--- src/rtl/two_wire_defines.vh ---
// Register map, field positions, status codes and reset values of the two-wire unit
`ifndef TWO_WIRE_DEFINES_VH
`define TWO_WIRE_DEFINES_VH

// ==========================================================
// Register byte addresses
`define A_STAT        5'h00
`define A_DATA        5'h04
`define A_ADDR        5'h08
`define A_CTRL        5'h0c
`define A_RATE        5'h10

// ==========================================================
// Control register fields
`define C_FLAG        7
`define C_ACKEN       6
`define C_STA         5
`define C_STO         4
`define C_WCOL        3
`define C_EN          2
`define C_IE          0

// ==========================================================
// Reset values and constants
`define DATA_RST      8'hff
`define GC_ADDR       7'h00
`define CNT_ACK       4'h8
`define CNT_LAST      4'h7
`define CNT_SYNC      4'hf
`define HALF_ZERO     16'h0000

// ==========================================================
// Status codes
`define CODE_NONE     5'h1f
`define CODE_START    5'h01
`define CODE_RSTART   5'h02
`define CODE_MT_SLA_A 5'h03
`define CODE_MT_SLA_N 5'h04
`define CODE_MT_DAT_A 5'h05
`define CODE_MT_DAT_N 5'h06
`define CODE_ARB_LOST 5'h07
`define CODE_MR_SLA_A 5'h08
`define CODE_MR_SLA_N 5'h09
`define CODE_MR_DAT_A 5'h0a
`define CODE_MR_DAT_N 5'h0b
`define CODE_SR_SLA   5'h0c
`define CODE_SR_GC    5'h0d
`define CODE_SR_DAT   5'h0e
`define CODE_SR_STOP  5'h0f
`define CODE_ST_SLA   5'h10
`define CODE_ST_DAT_A 5'h11
`define CODE_ST_DAT_N 5'h12

`endif

--- src/rtl/two_wire_unit.v ---
// Two-wire serial unit: status, shift data and own-address registers with byte engine
//
// Behaviour
// - Status code sits in bits 7..3 of the bus status register.
// - Status read returns status code and prescaler select in one byte.
// - Status bit 2 always reads zero.
// - Prescaler bits read/write; select factor 1, 4, 16 or 64.
// - Data register holds next byte to send or last byte received.
// - Data register writable only while the job-done flag is set.
// - Data register not shifted by the bus while the job-done flag is set.
// - Bus data shifts in while a byte shifts out.
// - Data register content after sleep wake-up need not be defined.
// - Bus data keeps shifting into the data register when arbitration is lost.
// - Acknowledge generated and sampled internally; the sampled value shows to software only through the status code.
// - Upper seven own-address bits hold the slave address answered.
// - Own-address bit 0 enables general call recognition.
// - Received address compared to own and general call; match with acknowledge enabled raises flag.
// - Flag set after a sent START, each byte the unit transfers, and a START/STOP seen while addressed; not after a sent STOP. Status then describes bus state.
// - Interrupt request needs flag, local enable and global enable.
// - Writing one clears the flag; operation starts only after clearing.
// - Sent START sets flag with a START status code.
// - Sent address or data sets flag with acknowledge-aware status code.
// - No flag after a STOP condition has been sent.
// - Clock line held low while the flag stays set and the unit is master or addressed slave.
// - Status updated the cycle after the flag; otherwise no-status code.
// - Data write with flag low sets collision; with flag high clears it.
`timescale 1ns/1ns
`include "two_wire_defines.vh"

module two_wire_unit (
    input  wire        sys_clk,
    input  wire        rst_b,
    input  wire [4:0]  avs_address,
    input  wire        avs_read,
    input  wire        avs_write,
    input  wire [31:0] avs_writedata,
    input  wire [3:0]  avs_byteenable,
    output reg  [31:0] avs_readdata,
    output reg         avs_waitrequest,
    input  wire        global_irq_enable,
    output reg         irq_req_r,
    input  wire        scl_in,
    output reg         scl_out_r,
    output reg         scl_oe_r,
    input  wire        sda_in,
    output reg         sda_out_r,
    output reg         sda_oe_r
);

localparam [5:0] ST_IDLE  = 6'h01;
localparam [5:0] ST_START = 6'h02;
localparam [5:0] ST_BYTE  = 6'h04;
localparam [5:0] ST_WAIT  = 6'h08;
localparam [5:0] ST_STOP  = 6'h10;
localparam [5:0] ST_RSTRT = 6'h20;

// ==========================================================
// Half bit period: (rate + 1) times 4 to the power of the prescaler select
function [15:0] half_cycles;
    input [7:0] rate;
    input [1:0] ps;
    begin
        half_cycles = ({8'h00, rate} + 16'h0001) << {ps, 1'b0};
    end
endfunction

// ==========================================================
// Line synchronisers
reg  [2:0]  scl_sync_r;
reg  [2:0]  sda_sync_r;
reg         scl_s_r;
reg         sda_s_r;
reg         busy_r;

wire scl_rise  = (scl_sync_r[2:1] == 2'b11) & ~scl_s_r;
wire scl_fall  = (scl_sync_r[2:1] == 2'b00) & scl_s_r;
wire sda_rise  = (sda_sync_r[2:1] == 2'b11) & ~sda_s_r;
wire sda_fall  = (sda_sync_r[2:1] == 2'b00) & sda_s_r;
wire start_det = sda_fall & scl_s_r;
wire stop_det  = sda_rise & scl_s_r;

always @(posedge sys_clk or negedge rst_b) begin
    if (!rst_b) begin
        scl_sync_r <= 3'h7;
        sda_sync_r <= 3'h7;
        scl_s_r    <= 1'b1;
        sda_s_r    <= 1'b1;
        busy_r     <= 1'b0;
    end else begin
        scl_sync_r <= {scl_sync_r[1:0], scl_in};
        sda_sync_r <= {sda_sync_r[1:0], sda_in};
        if (scl_sync_r[2] == scl_sync_r[1]) begin
            scl_s_r <= scl_sync_r[2];
        end
        if (sda_sync_r[2] == sda_sync_r[1]) begin
            sda_s_r <= sda_sync_r[2];
        end
        if (start_det) begin
            busy_r <= 1'b1;
        end else if (stop_det) begin
            busy_r <= 1'b0;
        end
    end
end

// ==========================================================
// Avalon slave: one wait cycle, access completes when waitrequest is low
reg  [1:0]  ps_r;
reg  [7:0]  own_r;
reg  [7:0]  rate_r;
reg         ack_en_r;
reg         sta_r;
reg         en_r;
reg         ie_r;
reg  [7:0]  data_r;
reg         flag_r;
reg         wcol_r;
reg         sto_r;
reg  [4:0]  stat_r;
reg  [7:0]  rd_nxt;

wire wr      = avs_write & ~avs_waitrequest & avs_byteenable[0];
wire wr_stat = wr & (avs_address == `A_STAT);
wire wr_data = wr & (avs_address == `A_DATA);
wire wr_addr = wr & (avs_address == `A_ADDR);
wire wr_ctrl = wr & (avs_address == `A_CTRL);
wire wr_rate = wr & (avs_address == `A_RATE);
wire go      = wr_ctrl & avs_writedata[`C_FLAG] & flag_r;

always @* begin
    case (avs_address)
        `A_STAT: rd_nxt = {stat_r, 1'b0, ps_r};
        `A_DATA: rd_nxt = data_r;
        `A_ADDR: rd_nxt = own_r;
        `A_CTRL: rd_nxt = {flag_r, ack_en_r, sta_r, sto_r, wcol_r, en_r, 1'b0, ie_r};
        `A_RATE: rd_nxt = rate_r;
        default: rd_nxt = 8'h00;
    endcase
end

always @(posedge sys_clk or negedge rst_b) begin
    if (!rst_b) begin
        avs_waitrequest <= 1'b1;
        avs_readdata    <= 32'h0;
        ps_r            <= 2'h0;
        own_r           <= 8'h00;
        rate_r          <= 8'h00;
        ack_en_r        <= 1'b0;
        sta_r           <= 1'b0;
        en_r            <= 1'b0;
        ie_r            <= 1'b0;
        irq_req_r       <= 1'b0;
    end else begin
        if (avs_waitrequest & (avs_read | avs_write)) begin
            avs_waitrequest <= 1'b0;
            avs_readdata    <= {24'h0, rd_nxt};
        end else begin
            avs_waitrequest <= 1'b1;
        end
        if (wr_stat) begin
            ps_r <= avs_writedata[1:0];
        end
        if (wr_addr) begin
            own_r <= avs_writedata[7:0];
        end
        if (wr_rate) begin
            rate_r <= avs_writedata[7:0];
        end
        if (wr_ctrl) begin
            ack_en_r <= avs_writedata[`C_ACKEN];
            sta_r    <= avs_writedata[`C_STA];
            en_r     <= avs_writedata[`C_EN];
            ie_r     <= avs_writedata[`C_IE];
        end
        irq_req_r <= flag_r & ie_r & global_irq_enable;
    end
end

// ==========================================================
// Byte engine
reg  [5:0]  st_r;
reg  [4:0]  code_r;
reg  [15:0] tmr_r;
reg  [3:0]  cnt_r;
reg         master_r;
reg         slv_r;
reg         xmit_r;
reg         addr_ph_r;
reg         mrx_r;
reg         stx_r;
reg         ack_r;
reg         lost_r;

wire [15:0] half_w = half_cycles(rate_r, ps_r);
wire        tmr_run = scl_oe_r | scl_s_r;
wire        tdone  = (tmr_r == `HALF_ZERO) & tmr_run;
wire        gc_hit = (data_r[7:1] == `GC_ADDR) & own_r[0];
wire        match  = (data_r[7:1] == own_r[7:1]) | gc_hit;
wire        xmit_n = master_r ? (addr_ph_r | ~mrx_r) : stx_r;

always @(posedge sys_clk or negedge rst_b) begin
    if (!rst_b) begin
        st_r      <= ST_IDLE;
        code_r    <= `CODE_NONE;
        stat_r    <= `CODE_NONE;
        tmr_r     <= `HALF_ZERO;
        cnt_r     <= 4'h0;
        data_r    <= `DATA_RST;
        flag_r    <= 1'b0;
        wcol_r    <= 1'b0;
        sto_r     <= 1'b0;
        master_r  <= 1'b0;
        slv_r     <= 1'b0;
        xmit_r    <= 1'b0;
        addr_ph_r <= 1'b0;
        mrx_r     <= 1'b0;
        stx_r     <= 1'b0;
        ack_r     <= 1'b0;
        lost_r    <= 1'b0;
        scl_oe_r  <= 1'b0;
        sda_oe_r  <= 1'b0;
        scl_out_r <= 1'b0;
        sda_out_r <= 1'b0;
    end else begin
        scl_out_r <= 1'b0;
        sda_out_r <= 1'b0;
        stat_r <= flag_r ? code_r : `CODE_NONE;
        if (wr_data) begin
            if (flag_r) begin
                data_r <= avs_writedata[7:0];
                wcol_r <= 1'b0;
            end else begin
                wcol_r <= 1'b1;
            end
        end
        if (wr_ctrl) begin
            sto_r <= avs_writedata[`C_STO];
            if (avs_writedata[`C_FLAG]) begin
                flag_r <= 1'b0;
            end
        end
        if ((tmr_r != `HALF_ZERO) & tmr_run) begin
            tmr_r <= tmr_r - 16'h0001;
        end
        if (!en_r) begin
            st_r     <= ST_IDLE;
            master_r <= 1'b0;
            slv_r    <= 1'b0;
            scl_oe_r <= 1'b0;
            sda_oe_r <= 1'b0;
        end else begin
            case (st_r)
                ST_IDLE: begin
                    scl_oe_r <= 1'b0;
                    sda_oe_r <= 1'b0;
                    if (sta_r & ~busy_r & ~flag_r) begin
                        st_r     <= ST_START;
                        master_r <= 1'b1;
                        sda_oe_r <= 1'b1;
                        code_r   <= `CODE_START;
                        tmr_r    <= half_w;
                    end else if (start_det) begin
                        st_r      <= ST_BYTE;
                        master_r  <= 1'b0;
                        slv_r     <= 1'b0;
                        xmit_r    <= 1'b0;
                        addr_ph_r <= 1'b1;
                        cnt_r     <= `CNT_SYNC;
                    end
                end
                ST_START: begin
                    if (tdone & ~scl_oe_r) begin
                        scl_oe_r <= 1'b1;
                        tmr_r    <= half_w;
                    end else if (tdone) begin
                        flag_r    <= 1'b1;
                        addr_ph_r <= 1'b1;
                        st_r      <= ST_WAIT;
                    end
                end
                ST_WAIT: begin
                    scl_oe_r <= master_r | slv_r;
                    // The go write's own start and stop bits pick the next step
                    if (go & master_r & avs_writedata[`C_STO]) begin
                        st_r     <= ST_STOP;
                        sda_oe_r <= 1'b1;
                        tmr_r    <= half_w;
                    end else if (go & master_r & avs_writedata[`C_STA]) begin
                        st_r     <= ST_RSTRT;
                        sda_oe_r <= 1'b0;
                        tmr_r    <= half_w;
                    end else if (go & ~master_r & (avs_writedata[`C_STO] | ~slv_r)) begin
                        st_r     <= ST_IDLE;
                        slv_r    <= 1'b0;
                        sto_r    <= 1'b0;
                        scl_oe_r <= 1'b0;
                    end else if (go) begin
                        st_r     <= ST_BYTE;
                        cnt_r    <= 4'h0;
                        xmit_r   <= xmit_n;
                        sda_oe_r <= xmit_n & ~data_r[7];
                        scl_oe_r <= master_r;
                        tmr_r    <= half_w;
                    end
                end
                ST_BYTE: begin
                    if (master_r & tdone) begin
                        scl_oe_r <= ~scl_oe_r;
                        tmr_r    <= half_w;
                    end
                    if (~master_r & (start_det | stop_det) & slv_r) begin
                        flag_r   <= 1'b1;
                        code_r   <= `CODE_SR_STOP;
                        slv_r    <= 1'b0;
                        sda_oe_r <= 1'b0;
                        st_r     <= ST_WAIT;
                    end else if (~master_r & start_det) begin
                        addr_ph_r <= 1'b1;
                        cnt_r     <= `CNT_SYNC;
                        sda_oe_r  <= 1'b0;
                    end else if (~master_r & stop_det) begin
                        st_r     <= ST_IDLE;
                        sda_oe_r <= 1'b0;
                    end else if (scl_rise) begin
                        if (cnt_r == `CNT_ACK) begin
                            ack_r <= ~sda_s_r;
                        end else begin
                            data_r <= {data_r[6:0], sda_s_r};
                            if (master_r & xmit_r & ~sda_oe_r & ~sda_s_r) begin
                                master_r <= 1'b0;
                                lost_r   <= 1'b1;
                                xmit_r   <= 1'b0;
                            end
                        end
                    end else if (scl_fall & (cnt_r == `CNT_ACK)) begin
                        sda_oe_r  <= 1'b0;
                        flag_r    <= 1'b1;
                        st_r      <= ST_WAIT;
                        addr_ph_r <= 1'b0;
                        lost_r    <= 1'b0;
                        if (lost_r) begin
                            code_r <= `CODE_ARB_LOST;
                        end else if (master_r & addr_ph_r) begin
                            mrx_r  <= data_r[0];
                            code_r <= data_r[0] ?
                                      (ack_r ? `CODE_MR_SLA_A : `CODE_MR_SLA_N) :
                                      (ack_r ? `CODE_MT_SLA_A : `CODE_MT_SLA_N);
                        end else if (master_r & mrx_r) begin
                            code_r <= ack_r ? `CODE_MR_DAT_A : `CODE_MR_DAT_N;
                        end else if (master_r) begin
                            code_r <= ack_r ? `CODE_MT_DAT_A : `CODE_MT_DAT_N;
                        end else if (addr_ph_r) begin
                            slv_r  <= 1'b1;
                            stx_r  <= data_r[0];
                            code_r <= data_r[0] ? `CODE_ST_SLA :
                                      (gc_hit ? `CODE_SR_GC : `CODE_SR_SLA);
                        end else if (stx_r) begin
                            code_r <= ack_r ? `CODE_ST_DAT_A : `CODE_ST_DAT_N;
                        end else begin
                            code_r <= `CODE_SR_DAT;
                        end
                    end else if (scl_fall) begin
                        cnt_r <= cnt_r + 4'h1;
                        if (cnt_r == `CNT_LAST) begin
                            if (xmit_r) begin
                                sda_oe_r <= 1'b0;
                            end else if (addr_ph_r & ~master_r) begin
                                sda_oe_r <= match & ack_en_r;
                                if (~(match & ack_en_r)) begin
                                    st_r <= ST_IDLE;
                                end
                            end else begin
                                sda_oe_r <= ack_en_r;
                            end
                        end else begin
                            sda_oe_r <= xmit_r & ~data_r[7];
                        end
                    end
                end
                ST_STOP: begin
                    if (tdone & scl_oe_r) begin
                        scl_oe_r <= 1'b0;
                        tmr_r    <= half_w;
                    end else if (tdone) begin
                        sda_oe_r <= 1'b0;
                        master_r <= 1'b0;
                        sto_r    <= 1'b0;
                        st_r     <= ST_IDLE;
                    end
                end
                ST_RSTRT: begin
                    if (tdone & scl_oe_r) begin
                        scl_oe_r <= 1'b0;
                        tmr_r    <= half_w;
                    end else if (tdone) begin
                        sda_oe_r <= 1'b1;
                        code_r   <= `CODE_RSTART;
                        tmr_r    <= half_w;
                        st_r     <= ST_START;
                    end
                end
                default: begin
                    st_r <= ST_IDLE;
                end
            endcase
        end
    end
end

// Data register keeps its content across sleep; no value is promised then
// Shift only runs in ST_BYTE, which is never entered while the flag is set

endmodule

--- config.mk ---
export PLATFORM = sky130hd
export DESIGN_NAME = two_wire_unit
export DESIGN_NICKNAME = d
export VERILOG_FILES = /design/src/rtl/two_wire_unit.v
export VERILOG_INCLUDE_DIRS = /design/src /design/src/rtl
export SDC_FILE = /design/constraint.sdc
export NUM_CORES = 1
export LEC_CHECK = 0
export ABC_CLOCK_PERIOD_IN_PS = 7000
export CAP_MARGIN = 20
export CORE_MARGIN = 2
export CORE_UTILIZATION = 37
export CTS_CLUSTER_SIZE = 40
export DETAILED_ROUTE_END_ITERATION = 12
export DONT_BUFFER_PORTS = 1
export PLACE_DENSITY = 0.62
export SETUP_SLACK_MARGIN = 0.5
export SLEW_MARGIN = 10
export SYNTH_ARGS = -nofsm -noshare
export SYNTH_HDL_FRONTEND = slang
export SYNTH_SLANG_ARGS = --single-unit
export TNS_END_PERCENT = 100
--- constraint.sdc ---
create_clock -name sys_clk -period 7 [get_ports sys_clk]
set_input_delay 0.7 -clock sys_clk [delete_from_list [all_inputs] [get_ports sys_clk]]
set_output_delay 0.7 -clock sys_clk [all_outputs]
set_load 0.01 [all_outputs]
Word level (Yosys, flattened, before mapping)
Index checks and enable logic that the tools add are counted.
Word-level totals
  output and inout bits: 38
  flip-flop bits (word level): 98
Operators by class
  eq/ne operators: 90
  mux-type cells: 180
  shift-type cells: 1
  add/sub/neg operators: 3
  reductions and logical operators: 25
  bitwise logic cells: 70
Operators by type and width (count)
  $mux W16: 12
  $mux W6: 23
  $pmux W16 S6: 1
  $mux W1: 91
  $ne A3 B3 Y1 const B: 28
  $mux W5: 16
  $mux W8: 9
  $mux W4: 13
  $and A1 B1 Y1: 45
  $ne A6 B6 Y1 const B: 7
  $ne A4 B4 Y1 const B: 10
  $pmux W8 S5: 1
  $ne A2 B2 Y1 const B: 18
  $pmux W6 S6: 1
  $reduce_and A15 Y1: 2
  $reduce_and A9 Y1: 3
  $reduce_and A10 Y1: 2
  $not A1 Y1: 18
  $logic_not A16 Y1: 1
  $reduce_bool A16 Y1: 1
  $shl A9 B3 Y16: 1
  $sub A16 B1 Y16 const B: 1
  $ne A5 B5 Y1 const B: 3
  $pmux W5 S3: 1
  41 further kinds: 61

Depth between registers and ports, before layout
Gate-level depths: netlist (run 1).
  depth in word-level cells: 16
  depth in mapped cells: 11

Worst setup path after synthesis (run 1)
No wires, ideal clock.
  kind: input to register
  from: input port avs_address[1]
  to: register tmr_r[0]
  cell stages on the path: 7
  path slack: 4.433 ns
  data required time: 6.917 ns
  data arrival time: 2.485 ns
  cells stage by stage: nor4b_1 -> nand4_1 -> o21ai_0 -> and4b_2 -> o211ai_4 -> or4_1 -> o21ai_0
On the way
  word-level cells in the longest chain between the ends: 11
  elaborated cells on any way between the ends: 15
  classes of those cells: 1 x eq/ne; 6 x mux; 8 x bitwise
Ends and longest elaborated chain
  start: declaration: RTL line two_wire_unit.v:33  | input wire [4:0] avs_address,
  $eq A5 B4 Y1 (*)
  $and A1 B1 Y1 (*): RTL line two_wire_unit.v:126  | wire wr_ctrl = wr & (avs_address == `A_CTRL);
  $and A1 B1 Y1 (*) (2 in a row): RTL line two_wire_unit.v:128  | wire go = wr_ctrl & avs_writedata[`C_FLAG] & flag_r;
  $and A1 B1 Y1 (2 in a row): RTL line two_wire_unit.v:292  | end else if (go & ~master_r & (avs_writedata[`C_STO] | ~slv_r)) begin
  $mux W16: RTL line two_wire_unit.v:292
  $mux W16: RTL line two_wire_unit.v:288  | end else if (go & master_r & avs_writedata[`C_STA]) begin
  $mux W16 (*): RTL line two_wire_unit.v:284  | if (go & master_r & avs_writedata[`C_STO]) begin
  $pmux W16 S6 (*): RTL line two_wire_unit.v:252  | case (st_r)
  $mux W16 (*): RTL line two_wire_unit.v:245  | if (!en_r) begin
  end signal: assignment: RTL line two_wire_unit.v:243  | tmr_r <= tmr_r - 16'h0001;
  end signal: assignment: RTL line two_wire_unit.v:287  | tmr_r <= half_w;
  end signal: assignment: RTL line two_wire_unit.v:291  | tmr_r <= half_w;
  end: declaration: RTL line two_wire_unit.v:183  | reg [15:0] tmr_r;
Mark *: on every way between the ends. The rest lies on a longest branch, timed or not.
A chain may end at the register's enable or synchronous reset.

Worst setup path after layout (run 1)
  from: register tmr_r[0]
  to: register tmr_r[13]
On the way
  word-level cells in the longest chain between the ends: 9
  elaborated cells on any way between the ends: 21
  classes of those cells: 1 x add/sub; 13 x mux; 5 x bitwise; 2 x reduce/logical
Ends and longest elaborated chain
  start signal: assignment: RTL line two_wire_unit.v:206  | tmr_r <= `HALF_ZERO;
  start signal: assignment: RTL line two_wire_unit.v:243
  start signal: assignment: RTL line two_wire_unit.v:261  | tmr_r <= half_w;
  branches (longest 8 deep; another with $sub A16 B1 Y16)
  $mux W16 (*): RTL line two_wire_unit.v:245
Mark *: on every way between the ends.

==> metrics.md, run 1 <==
| Metric | Value |
|---|---|
| Crit path required time | `7.27 ns` |
| Number of distinct library cells after synthesis | `78` |
| Critical Path AT | `3.59 ns` |
| Die width | `138 um` |
| N_diodes | `0` |
| Launch point of the worst reg-to-reg path | `tmr_r[0]` |
| Worst Setup End Kind | `flip-flop` |
| Avg Synthesized Cell Area | `8.67 um2` |
| Routed Wire Length | `about 18000 um` |
| Crit path time final | `around 3.3 ns` |
| DPL Wire Length | `12900 um` |
| Share of cells above drive strength 1 | `12.0%` |
| CTS tree | `yes` |
| R2R depth | `9` |
| Buf/Inv on CP | `1` |
| CTS clk-pin slew, worst paths | `~0.070 ns` |
| Vias in the first global route | `5339` |
| PwrDens | `239 nW/um2` |
| Clock Latency Late Sink | `0.36 ns` |
| I/O Pins | `86` |
| Kind of cell adding the most delay to the critical path | `simple AND/OR/NAND/NOR gates` |
| Cell count after synthesis | `772` |
| GP Congestion | `0.926` |
| Crit. Startpoint | `tmr_r[0]` |
| Largest net degree at the start of global routing | `99` |
| Mapped cell area | `6690 um2` |
| Core Box Area | `17800 um2` |
| Synth warn | `0` |
| CTS Hold Buffers Added | `0` |
| Clk sinks | `98` |
| Worst-path maximum fanout | `12` |
| Slowest CP cell | `nand4_1` |
| Pwr Total | `1.68 mW` |
| Layout area overhead | `5.24%` |
| Setup Viol. Count Final | `0` |
| ANT nets after route | `0` |
| Worst-Margin Slew | `1.05 ns` |
| Max incr delay on CP | `0.56 ns` |
| EDFF count, synth | `0` |
| Die Ht | `138 um` |
| DRT Pass-1 Iters | `6` |
| Critical path endpoint | `tmr_r[13]` |
| Max cap viols | `0` |
| Utilization after layout | `39.5%` |
| Share of synthesized registers carrying an async set or reset | `100%` |
| CTS root buffer | `clkbuf_16` |
| Via count | `5852` |
| R2r setup slk | `3.69 ns` |
| Setup_tns | `0 ns` |
| Most common cell after layout, fill and taps aside | `nand2_1` |
| Cell row count | `49` |
| Total track usage | `18.6%` |
| CP Class | `flip-flop to flip-flop` |
| GRT Residual Overflow | `0` |
| Max Transition Viols Final | `0` |
| Outcome | `completed` |
| Worst vdd ir | `approximately 0.15 mV` |
| Port bufs | `0` |
| Max-Slew Margin vs Limit | `~29%` |
| # nets final | `802` |
| WHS | `0.0461 ns` |
| WL/cell | `around 19 um` |
| Clk buf depth | `2` |
| Die area | `19200 um2` |
| Cts bufs inserted | `9` |
| CP Launch Type | `flip-flop` |
| H-tree level count | `3` |
| DP Area | `6720 um2` |
| Worst Hold Class | `input pin to async pin` |
| Worst clock skew | `0.0132 ns` |
| Tcrit/Tclk final | `47.3%` |
| Yosys reg bits | `98` |
| Initial antenna violation count | `0` |
| DRC violations left | `0` |
| Sequential area share after synthesis | `37.2%` |
| Initial DRC count | `642` |
| Routed vias/inst | `5.99` |
| Post-route cell area | `7040 um2` |
| FMAX | `302 MHz` |
| Ys flop type | `dfrtp_1` |
| Critical Path Stages | `9` |
| Post-CTS Resized | `0` |
| RSZ-0062 raised after global routing | `no` |
| Capturing point of the worst reg2reg path | `tmr_r[13]` |
| Lkg Pwr | `2.89 nW` |
| Most frequent cells in the layout | `nand2_1 (85), dfrtp_1 (70), a21oi_1 (52), o21ai_0 (50), nor2_1 (49)` |
| First-pass GRT wire length | `29200 um` |
| Starting Density | `a little under two fifths` |
| CP Cell Sequence | `inv_1 > ha_1 > nor3b_1 > nand4_1 > o21ai_0 > and4b_2 > o211a_1 > nand4_1 > o21ai_0` |
| Setup Fix Bufs, Post-CTS | `0` |
| Fin. Hold Viols | `0` |
area by class of cell:
class | instances | area, um2
multi-input combinational | 601 | 3810
inverter | 30 | 113
fill | 1843 | 10800
tap | 229 | 287
clock buffer | 10 | 229
timing repair buffer | 3 | 22.5
sequential | 98 | 2490
clock inverter | 6 | 97.6
how the worst min path moves through the flow:
stage	startpoint	end	slack, ns	cells after the start
4_1_cts	rst_b	cnt_r[0]	0.03	0
3_3_place_gp	scl_sync_r[0]	scl_sync_r[1]	0.35	0
3_5_place_dp	scl_sync_r[0]	scl_sync_r[1]	0.35	0
5_1_grt	rst_b	sda_oe_r	0.02	0
2_1_floorplan	scl_sync_r[0]	scl_sync_r[1]	0.35	0
6_report	rst_b	tmr_r[12]	0.05	0
synth_stat cells (6+ instances only):
| cell | n | area [um2] |
|---|---|---|
| nor2_1 | 49 | 184 |
| nand3b_1 | 6 | 45.0 |
| or3_1 | 12 | 75.1 |
| buf_4 | 28 | 210 |
| nor3_1 | 23 | 115 |
| xor2_1 | 9 | 78.8 |
| a21oi_1 | 52 | 260 |
| mux2i_1 | 10 | 100 |
| and3_1 | 12 | 75.1 |
| a31oi_1 | 6 | 37.5 |
| mux2_2 | 28 | 315 |
| a21o_1 | 11 | 82.6 |
| o221ai_1 | 6 | 52.6 |
| inv_1 | 30 | 113 |
| clkbuf_1 | 33 | 124 |
| nor2b_1 | 14 | 87.6 |
| and2_1 | 6 | 37.5 |
| dfstp_2 | 28 | 736 |
| ha_1 | 11 | 138 |
| o21ai_0 | 50 | 250 |
| nor4_1 | 9 | 56.3 |
| nand2b_1 | 9 | 56.3 |
| xnor2_1 | 19 | 166 |
| o21ai_1 | 7 | 35.0 |
| nand3_1 | 19 | 95.1 |
| a222oi_1 | 8 | 80.1 |
| o211ai_1 | 12 | 90.1 |
| a22oi_1 | 8 | 60.1 |
| dfrtp_1 | 70 | 1750 |
| nand2_1 | 85 | 319 |
| nand4_1 | 10 | 62.6 |
registers in the layout, summed over array words and instances, names as in the netlist, 2 cells and up:
signal and cells:
tmr_r 16, sda_sync_r 3, scl_sync_r 3, avs_readdata 8, code_r 5, ps_r 2
stat_r 5, cnt_r 4, rate_r 8, st_r 6, data_r 8, own_r 8
per-stage QoR:
stage	worst slack (ns)	instances
3_3_place_gp	3.73	961
4_1_cts	3.74	977
6_report	3.69	977
2_1_floorplan	4.43	797
3_5_place_dp	3.77	961
5_1_grt	3.34	977
routing by layer:
metal	part of all wire (%)	wire length, um	GRT usage [%]	vias to the layer above
li1	-	-	-	2724
met1	46	8310	26.4	2846
met2	47	8450	29.4	256
met3	6.0	1090	3.36	26
met4	1.5	280	4.83	0
met5	0	0	0	-
cells by family (layout without fill, tap and decap cells):
logic type	count (synthesis)	count (layout)	share of synthesized area, %
and+or+nand+nor	280	280	21.4
AOI/OAI and AO/OA	217	217	21.9
DFF	98	98	37.2
buffers and inverters	98	49	7.35
muxes	39	39	6.38
xor gates and xnor gates	28	28	3.66
adders and majority gates	11	11	2.06
other	1	26	0.0560
power breakdown:
| group | leakage (nW) | internal [mW] | switching (mW) |
|---|---|---|---|
| clock network | 0.159 | 0.319 | 0.237 |
| logic | 1.51 | 0.154 | 0.200 |
| registers | 1.22 | 0.661 | 0.114 |
No activity file was read; power rests on OpenSTA's default activity.
==> run 2: changes to the inputs <==
--- a/config.mk
+++ b/config.mk
@@ -6,7 +6,7 @@
 export SDC_FILE = /design/constraint.sdc
 export NUM_CORES = 1
 export LEC_CHECK = 0
-export ABC_CLOCK_PERIOD_IN_PS = 7000
+export ABC_CLOCK_PERIOD_IN_PS = 3500
 export CAP_MARGIN = 20
 export CORE_MARGIN = 2
 export CORE_UTILIZATION = 37
==> constraint.sdc (replaced) <==
create_clock -name sys_clk -period 3.5 [get_ports sys_clk]
set_input_delay 0.35 -clock sys_clk [delete_from_list [all_inputs] [get_ports sys_clk]]
set_output_delay 0.35 -clock sys_clk [all_outputs]
set_load 0.01 [all_outputs]
==> metrics.md, run 2 (synthesis gave the netlist of run 1 again) <==
| Metric | Value |
|---|---|
| Outcome | `completed` |
| GRT Residual Overflow | `0` |
| Setup Viol. Count Final | `0` |
| Initial antenna violation count | `0` |
| Die width | `138 um` |
| ANT nets after route | `0` |
| Largest net degree at the start of global routing | `99` |
| H-tree level count | `3` |
| Worst-Margin Slew | `0.867 ns` |
| WL/cell | `about 18 um` |
| Share of cells above drive strength 1 | `between 10 and 15%` |
| Worst Hold Class | `input pin to flip-flop` |
| Port bufs | `0` |
| Top reg by flops | `tmr_r` |
| Starting Density | `37.5%` |
| Crit path required time | `3.73 ns` |
| Clk sinks | `98` |
| Max Transition Viols Final | `0` |
| Worst vdd ir | `between 0.3 and 0.4 mV` |
| CTS tree | `yes` |
| CP Class | `flip-flop to flip-flop` |
| RSZ-0062 raised after global routing | `no` |
| Clk buf depth | `2` |
| CTS clk-pin slew, worst paths | `0.08 ns` |
| PwrDens | `461 nW/um2` |
| Max-Slew Margin vs Limit | `41.7%` |
| Most common cell after layout, fill and taps aside | `nand2_1` |
| Setup Fix Bufs, Post-CTS | `0` |
| Pwr Total | `3.30 mW` |
| GP Congestion | `0.958` |
| Cell row count | `49` |
| Core Box Area | `17800 um2` |
| Worst clock skew | `~0.011 ns` |
| CP Launch Type | `flip-flop` |
| Lkg Pwr | `2.95 nW` |
| Setup_tns | `0 ns` |
| First-pass GRT wire length | `29900 um` |
| DRC violations left | `0` |
| FMAX | `361 MHz` |
| Worst Setup End Kind | `flip-flop` |
| Via count | `5751` |
| Crit path time final | `2.77 ns` |
| Die Ht | `138 um` |
| R2R depth | `7` |
| Worst-path maximum fanout | `15` |
| Cts bufs inserted | `9` |
| Fin. Hold Viols | `0` |
| I/O Pins | `86` |
| Min-Delay Path Depth | `1` |
| Number of flip-flops in the largest register | `16` |
| Routed vias/inst | `5.80` |
| Initial DRC count | `584` |
| Layout area overhead | `7.09%` |
| Clock Latency Late Sink | `0.36 ns` |
| Vias in the first global route | `5580` |
| CTS root buffer | `clkbuf_16` |
| Most frequent cells in the layout | `nand2_1 (85), dfrtp_1 (70), a21oi_1 (52), o21ai_0 (50), nor2_1 (49)` |
| Die area | `19200 um2` |
| # nets final | `~820` |
| Total track usage | `19.1%` |
| DRT Pass-1 Iters | `8` |
| Max cap viols | `0` |
| DPL Wire Length | `12900 um` |
| Critical Path AT | `about 3.0 ns` |
| N_diodes | `0` |
| Utilization after layout | `between 40 and 50%` |
| Tcrit/Tclk final | `approximately four fifths` |
| Routed Wire Length | `18000 um` |
## run 2: cell types whose count changed in the layout (fill, tap and decap cells not counted), sizes merged
| cell | delta |
|---|---|
| buf | +12 |
| bufinv | -2 |
| clkbuf | -1 |
| clkinvlp | +1 |
| dlygate4sd3 | +3 |
| inv | +2 |
## run 2: final cells by class
| class | instances | area (um2) |
|---|---|---|
| fillers | 1798 | 10700 |
| multi-input cells | 601 | 3810 |
| flip-flops and latches | 98 | 2490 |
| well taps | 229 | 287 |
| clock buffers | 9 | 225 |
| repair buffers | 18 | 163 |
| inverters | 30 | 113 |
| clock inverters | 7 | 80.1 |
## run 2: per-layer routing
layer	global-route usage [%]	wire length (um)	share of wire, %	vias up
met4	6.02	316	1.8	0
met2	30.3	8490	47	182
met1	26.5	8180	45	2786
li1	-	-	-	2756
met3	3.57	1020	5.7	27
met5	0	0	0	-
## run 2: final timing paths
check                                       from       endpoint  slack (ns)
min in group asynchronous                  rst_b       tmr_r[5]        0.53
worst min-delay path            avs_writedata[4]        st_r[5]        0.09
worst max-delay path                     st_r[0]       tmr_r[8]        0.73
max in group asynchronous                  rst_b        sda_s_r        2.49
worst min register to register     scl_sync_r[0]  scl_sync_r[1]        0.36
worst max register to register           st_r[0]       tmr_r[8]        0.73
## run 2: worst max-delay path, cell delays in order, from the launching register on
cell and delay (ns):
dfstp_2 0.64, or4_1 0.19, or2_1 0.47, nor3_1 0.13
a211oi_1 0.47, nand2_1 0.15, o21ai_1 0.42, o21ai_0 0.16
## run 2: through the flow
step	area, um2	worst slack, ns	instances	hold WS (ns)
final	7170	0.729	992	0.0907
after global routing	7170	0.538	992	0.0863
after CTS	7160	0.658	992	0.0869
after detailed placement	6800	0.705	972	0.0637
after global placement	6800	0.717	972	0.0643
after floorplan	6790	1.09	797	0.0544
## run 2: power breakdown
group	switching, mW	total (mW)	internal, mW
clock network	0.512	1.02	0.510
logic	0.422	0.737	0.315
registers	0.222	1.54	1.32
total	1.16	3.30	2.15
## run 2: repair_timing
item                                    in CTS  in global routing
gates resized for setup                      0                  2
hold endpoints to repair                   100                  0
endpoints found under the setup margin       0                  8
hold buffers                                 4                  0
==> run 3: changes to the inputs <==
--- a/config.mk
+++ b/config.mk
@@ -6,7 +6,8 @@
 export SDC_FILE = /design/constraint.sdc
 export NUM_CORES = 1
 export LEC_CHECK = 0
-export ABC_CLOCK_PERIOD_IN_PS = 3500
+export ABC_AREA = 1
+export ABC_CLOCK_PERIOD_IN_PS = 2600
 export CAP_MARGIN = 20
 export CORE_MARGIN = 2
 export CORE_UTILIZATION = 37
==> constraint.sdc (replaced) <==
create_clock -name sys_clk -period 2.6 [get_ports sys_clk]
set_input_delay 0.26 -clock sys_clk [delete_from_list [all_inputs] [get_ports sys_clk]]
set_output_delay 0.26 -clock sys_clk [all_outputs]
set_load 0.01 [all_outputs]
==> metrics.md, run 3 <==
| Metric | Value |
|---|---|
| Crit path required time | `between 2 and 3 ns` |
| CTS tree | `yes` |
| DPL Wire Length | `16400 um` |
| CP Class | `flip-flop to flip-flop` |
| Share of synthesized registers carrying an async set or reset | `between 90% and 100%` |
| Max incr delay on CP | `0.40 ns` |
| GR Layer Usage met2 | `33.5%` |
| Cell row count | `52` |
| Compound-Gate Fraction of Synth Area | `around an eighth` |
| Setup_tns | `0 ns` |
| Most frequent CP cell | `nand3_4` |
| Lkg Pwr | `4.22 nW` |
| Setup Viol. Count Final | `0` |
| Share of cells above drive strength 1 | `23.1%` |
| Post-synthesis adder-cell area fraction | `approximately 1.8%` |
| Register area | `2500 um2` |
| Slowest CP cell | `dfrtp_1` |
| FMAX | `around 500 MHz` |
| Cts bufs inserted | `9` |
| Ys flop type | `dfrtp_1` |
| Initial antenna violation count | `0` |
| CTS clk-pin slew, worst paths | `0.08 ns` |
| Die width | `146 um` |
| Total track usage | `20.4%` |
| Number of flip-flops in the largest register | `16` |
| DRC violations left | `0` |
| Ranking of synthesized cells by area | `dfrtp_1 (23%), nand2_1 (16%), dfstp_2 (9.8%)` |
| Most common cell after layout, fill and taps aside | `nand2_1` |
| Global route hottest layer | `met2` |
| Worst Setup End Kind | `flip-flop` |
| Core Box Area | `20000 um2` |
| Number of distinct library cells after synthesis | `55` |
| Die area | `around 21000 um2` |
| EDFF count, synth | `0` |
| Mapped cell area | `7500 um2` |
| WHS | `-0.415 ns` |
| Outcome | `finished, violations left` |
| First-pass GRT wire length | `34600 um` |
| Layout area overhead | `18.2%` |
| Worst Hold Class | `input pin to async pin` |
| DRT Pass-1 Iters | `7` |
| Port bufs | `0` |
| Area share of the largest cell type after synthesis | `23.4%` |
| Crit path time final | `2.03 ns` |
| Buf/Inv on CP | `2` |
| Max Transition Viols Final | `0` |
| Count leader, synth | `nand2_1` |
| Most frequent cells in the layout | `nand2_1 (302), inv_1 (114), nand3_1 (94), o21ai_0 (82), nor2_1 (81)` |
| Vias in the first global route | `6650` |
| H-tree level count | `3` |
| Worst-Margin Slew | `0.881 ns` |
| Fin. Hold Viols | `98` |
| Largest net degree at the start of global routing | `99` |
| CP Cell Sequence | `inv_2 > ha_4 > nand3_4 > nor2_8 > buf_6 > nand3_4 > nor2_4 > nor3_2 > nand3_2 > nand2_4 > o21ai_2 > o21ai_1` |
| Worst-path maximum fanout | `8` |
| Via count | `7233` |
| Multi-input logic area | `4640 um2` |
| Initial DRC count | `571` |
| Die Ht | `between 100 and 150 um` |
| Tcrit/Tclk final | `78.1%` |
| CP Launch Type | `flip-flop` |
| Clock Latency Late Sink | `0.36 ns` |
| ANT nets after route | `0` |
| Worst clock skew | `0.0174 ns` |
| CTS root buffer | `clkbuf_16` |
| RSZ-0062 raised after global routing | `yes` |
| Synth top cells by count | `nand2_1 (313), inv_1 (121), nand3_1 (102), nor2_1 (100), o21ai_0 (85)` |
| Clk buf depth | `2` |
| Routed vias/inst | `5.07` |
| Synth Area in XOR/XNOR | `under 10%` |
| Main combinational cell family by area after synthesis | `simple AND/OR/NAND/NOR gates` |
| Max-Slew Margin vs Limit | `40.9%` |
| CTS Hold Buffers Added | `2` |
| Synth Area in Simple Gates | `39.1%` |
| Area leader, netlist | `dfrtp_1` |
| I/O Pins | `86` |
| # nets final | `1212` |
| Routed Wire Length | `22200 um` |
| PwrDens | `slightly below 900 nW/um2` |
| GR Layer Usage met3 | `3.13%` |
| Avg Synthesized Cell Area | `roughly 6.8 um2` |
| Top reg by flops | `tmr_r` |
| Clk sinks | `98` |
| N_diodes | `0` |
| Sequential area share after synthesis | `33.2%` |
| Critical Path AT | `2.27 ns` |
| GP Congestion | `0.937` |
| Worst vdd ir | `0.463 mV` |
| Mux share of post-synthesis cell area | `0%` |
| Failing checks | `hold timing` |
| Utilization after layout | `44.2%` |
| Synth warn | `0` |
| Yosys reg bits | `98` |
| GRT Residual Overflow | `0` |
| WL/cell | `15.5 um` |
| Starting Density | `37.4%` |
| Fillers | `2147` |
| Cell count after synthesis | `~1100` |
| Max cap viols | `0` |
| M1 GR Usage | `27.8%` |
| Kind of cell adding the most delay to the critical path | `simple AND/OR/NAND/NOR gates` |
## run 3: cell families (layout without fill, tap and decap cells)
logic type,Yosys count,after routing
and+or+nand+nor,622,623
buffers and inverters,183,217
AOI/OAI and AO/OA,166,166
DFF,98,98
xor gates and xnor gates,17,17
adders and majority gates,11,11
other,1,26
## run 3: cell type report
type,count,area share [%]
sequential,98,28.2
timing repair buffer,66,6.33
tap,270,3.81
clock inverter,5,0.508
inverter,135,5.94
clock buffer,11,2.85
multi-input combinational,843,52.4
## run 3: path summary, 6_finish.rpt
path | cells after the start | startpoint | slack [ns] | to
worst max register to register | 12 | tmr_r[0] | 0.57 | tmr_r[3]
min in group sys_clk | 2 | avs_writedata[2] | 0.04 | en_r
worst min-delay path | 0 | rst_b | -0.41 | own_r[3]
worst min register to register | 0 | scl_sync_r[0] | 0.36 | scl_sync_r[1]
worst max-delay path | 12 | tmr_r[0] | 0.57 | tmr_r[3]
max in group asynchronous | 0 | rst_b | 2.79 | stat_r[1]
## run 3: what timing repair did
action | 4_1_cts | 5_1_grt
pin swaps | 3 | 35
endpoints found under the hold margin | 100 | 98
endpoints found under the setup margin | 26 | 43
buffers inserted | 7 | 39
gates cloned | 0 | 2
resized for setup | 13 | 103
## run 3: per-layer routing
metal  routed length [um]  vias up  share of wire (%)
li1                     -     3630                  -
met1                10200     3415                 46
met2                10600      158                 48
met3                  985       30                4.4
met4                  401        0                1.8
met5                    0        -                  0
## run 3: worst reg2reg max path, cell delays in order (launching register included)
cell	delay [ns]
dfrtp_1	0.40
inv_2	0.11
ha_4	0.15
nand3_4	0.08
nor2_8	0.26
buf_6	0.15
nand3_4	0.15
nor2_4	0.20
nor3_2	0.08
nand3_2	0.14
nand2_4	0.10
o21ai_2	0.06
o21ai_1	0.07
## run 3: per-stage QoR
step | setup WS (ns) | power, mW | cells | hold slack [ns] | cell area [um2]
floorplan | 0.688 | 4.91 | 1123 | -0.0356 | 7590
global placement | 0.334 | 5.67 | 1362 | -0.0335 | 7730
detailed placement | 0.328 | 5.69 | 1362 | -0.0337 | 7730
CTS | 0.468 | 7.12 | 1387 | -0.422 | 8160
global route | 0.440 | 8.40 | 1428 | -0.423 | 8860
finish | 0.569 | 7.79 | 1428 | -0.415 | 8860
## run 3: report_power, final
part / leakage, nW / total, mW / switching (mW) / internal, mW
Clock: 0.144 / 1.35 / 0.634 / 0.716
Combinational: 2.88 / 4.03 / 2.49 / 1.54
Sequential: 1.20 / 2.41 / 0.390 / 2.02
Total: 4.22 / 7.79 / 3.51 / 4.28
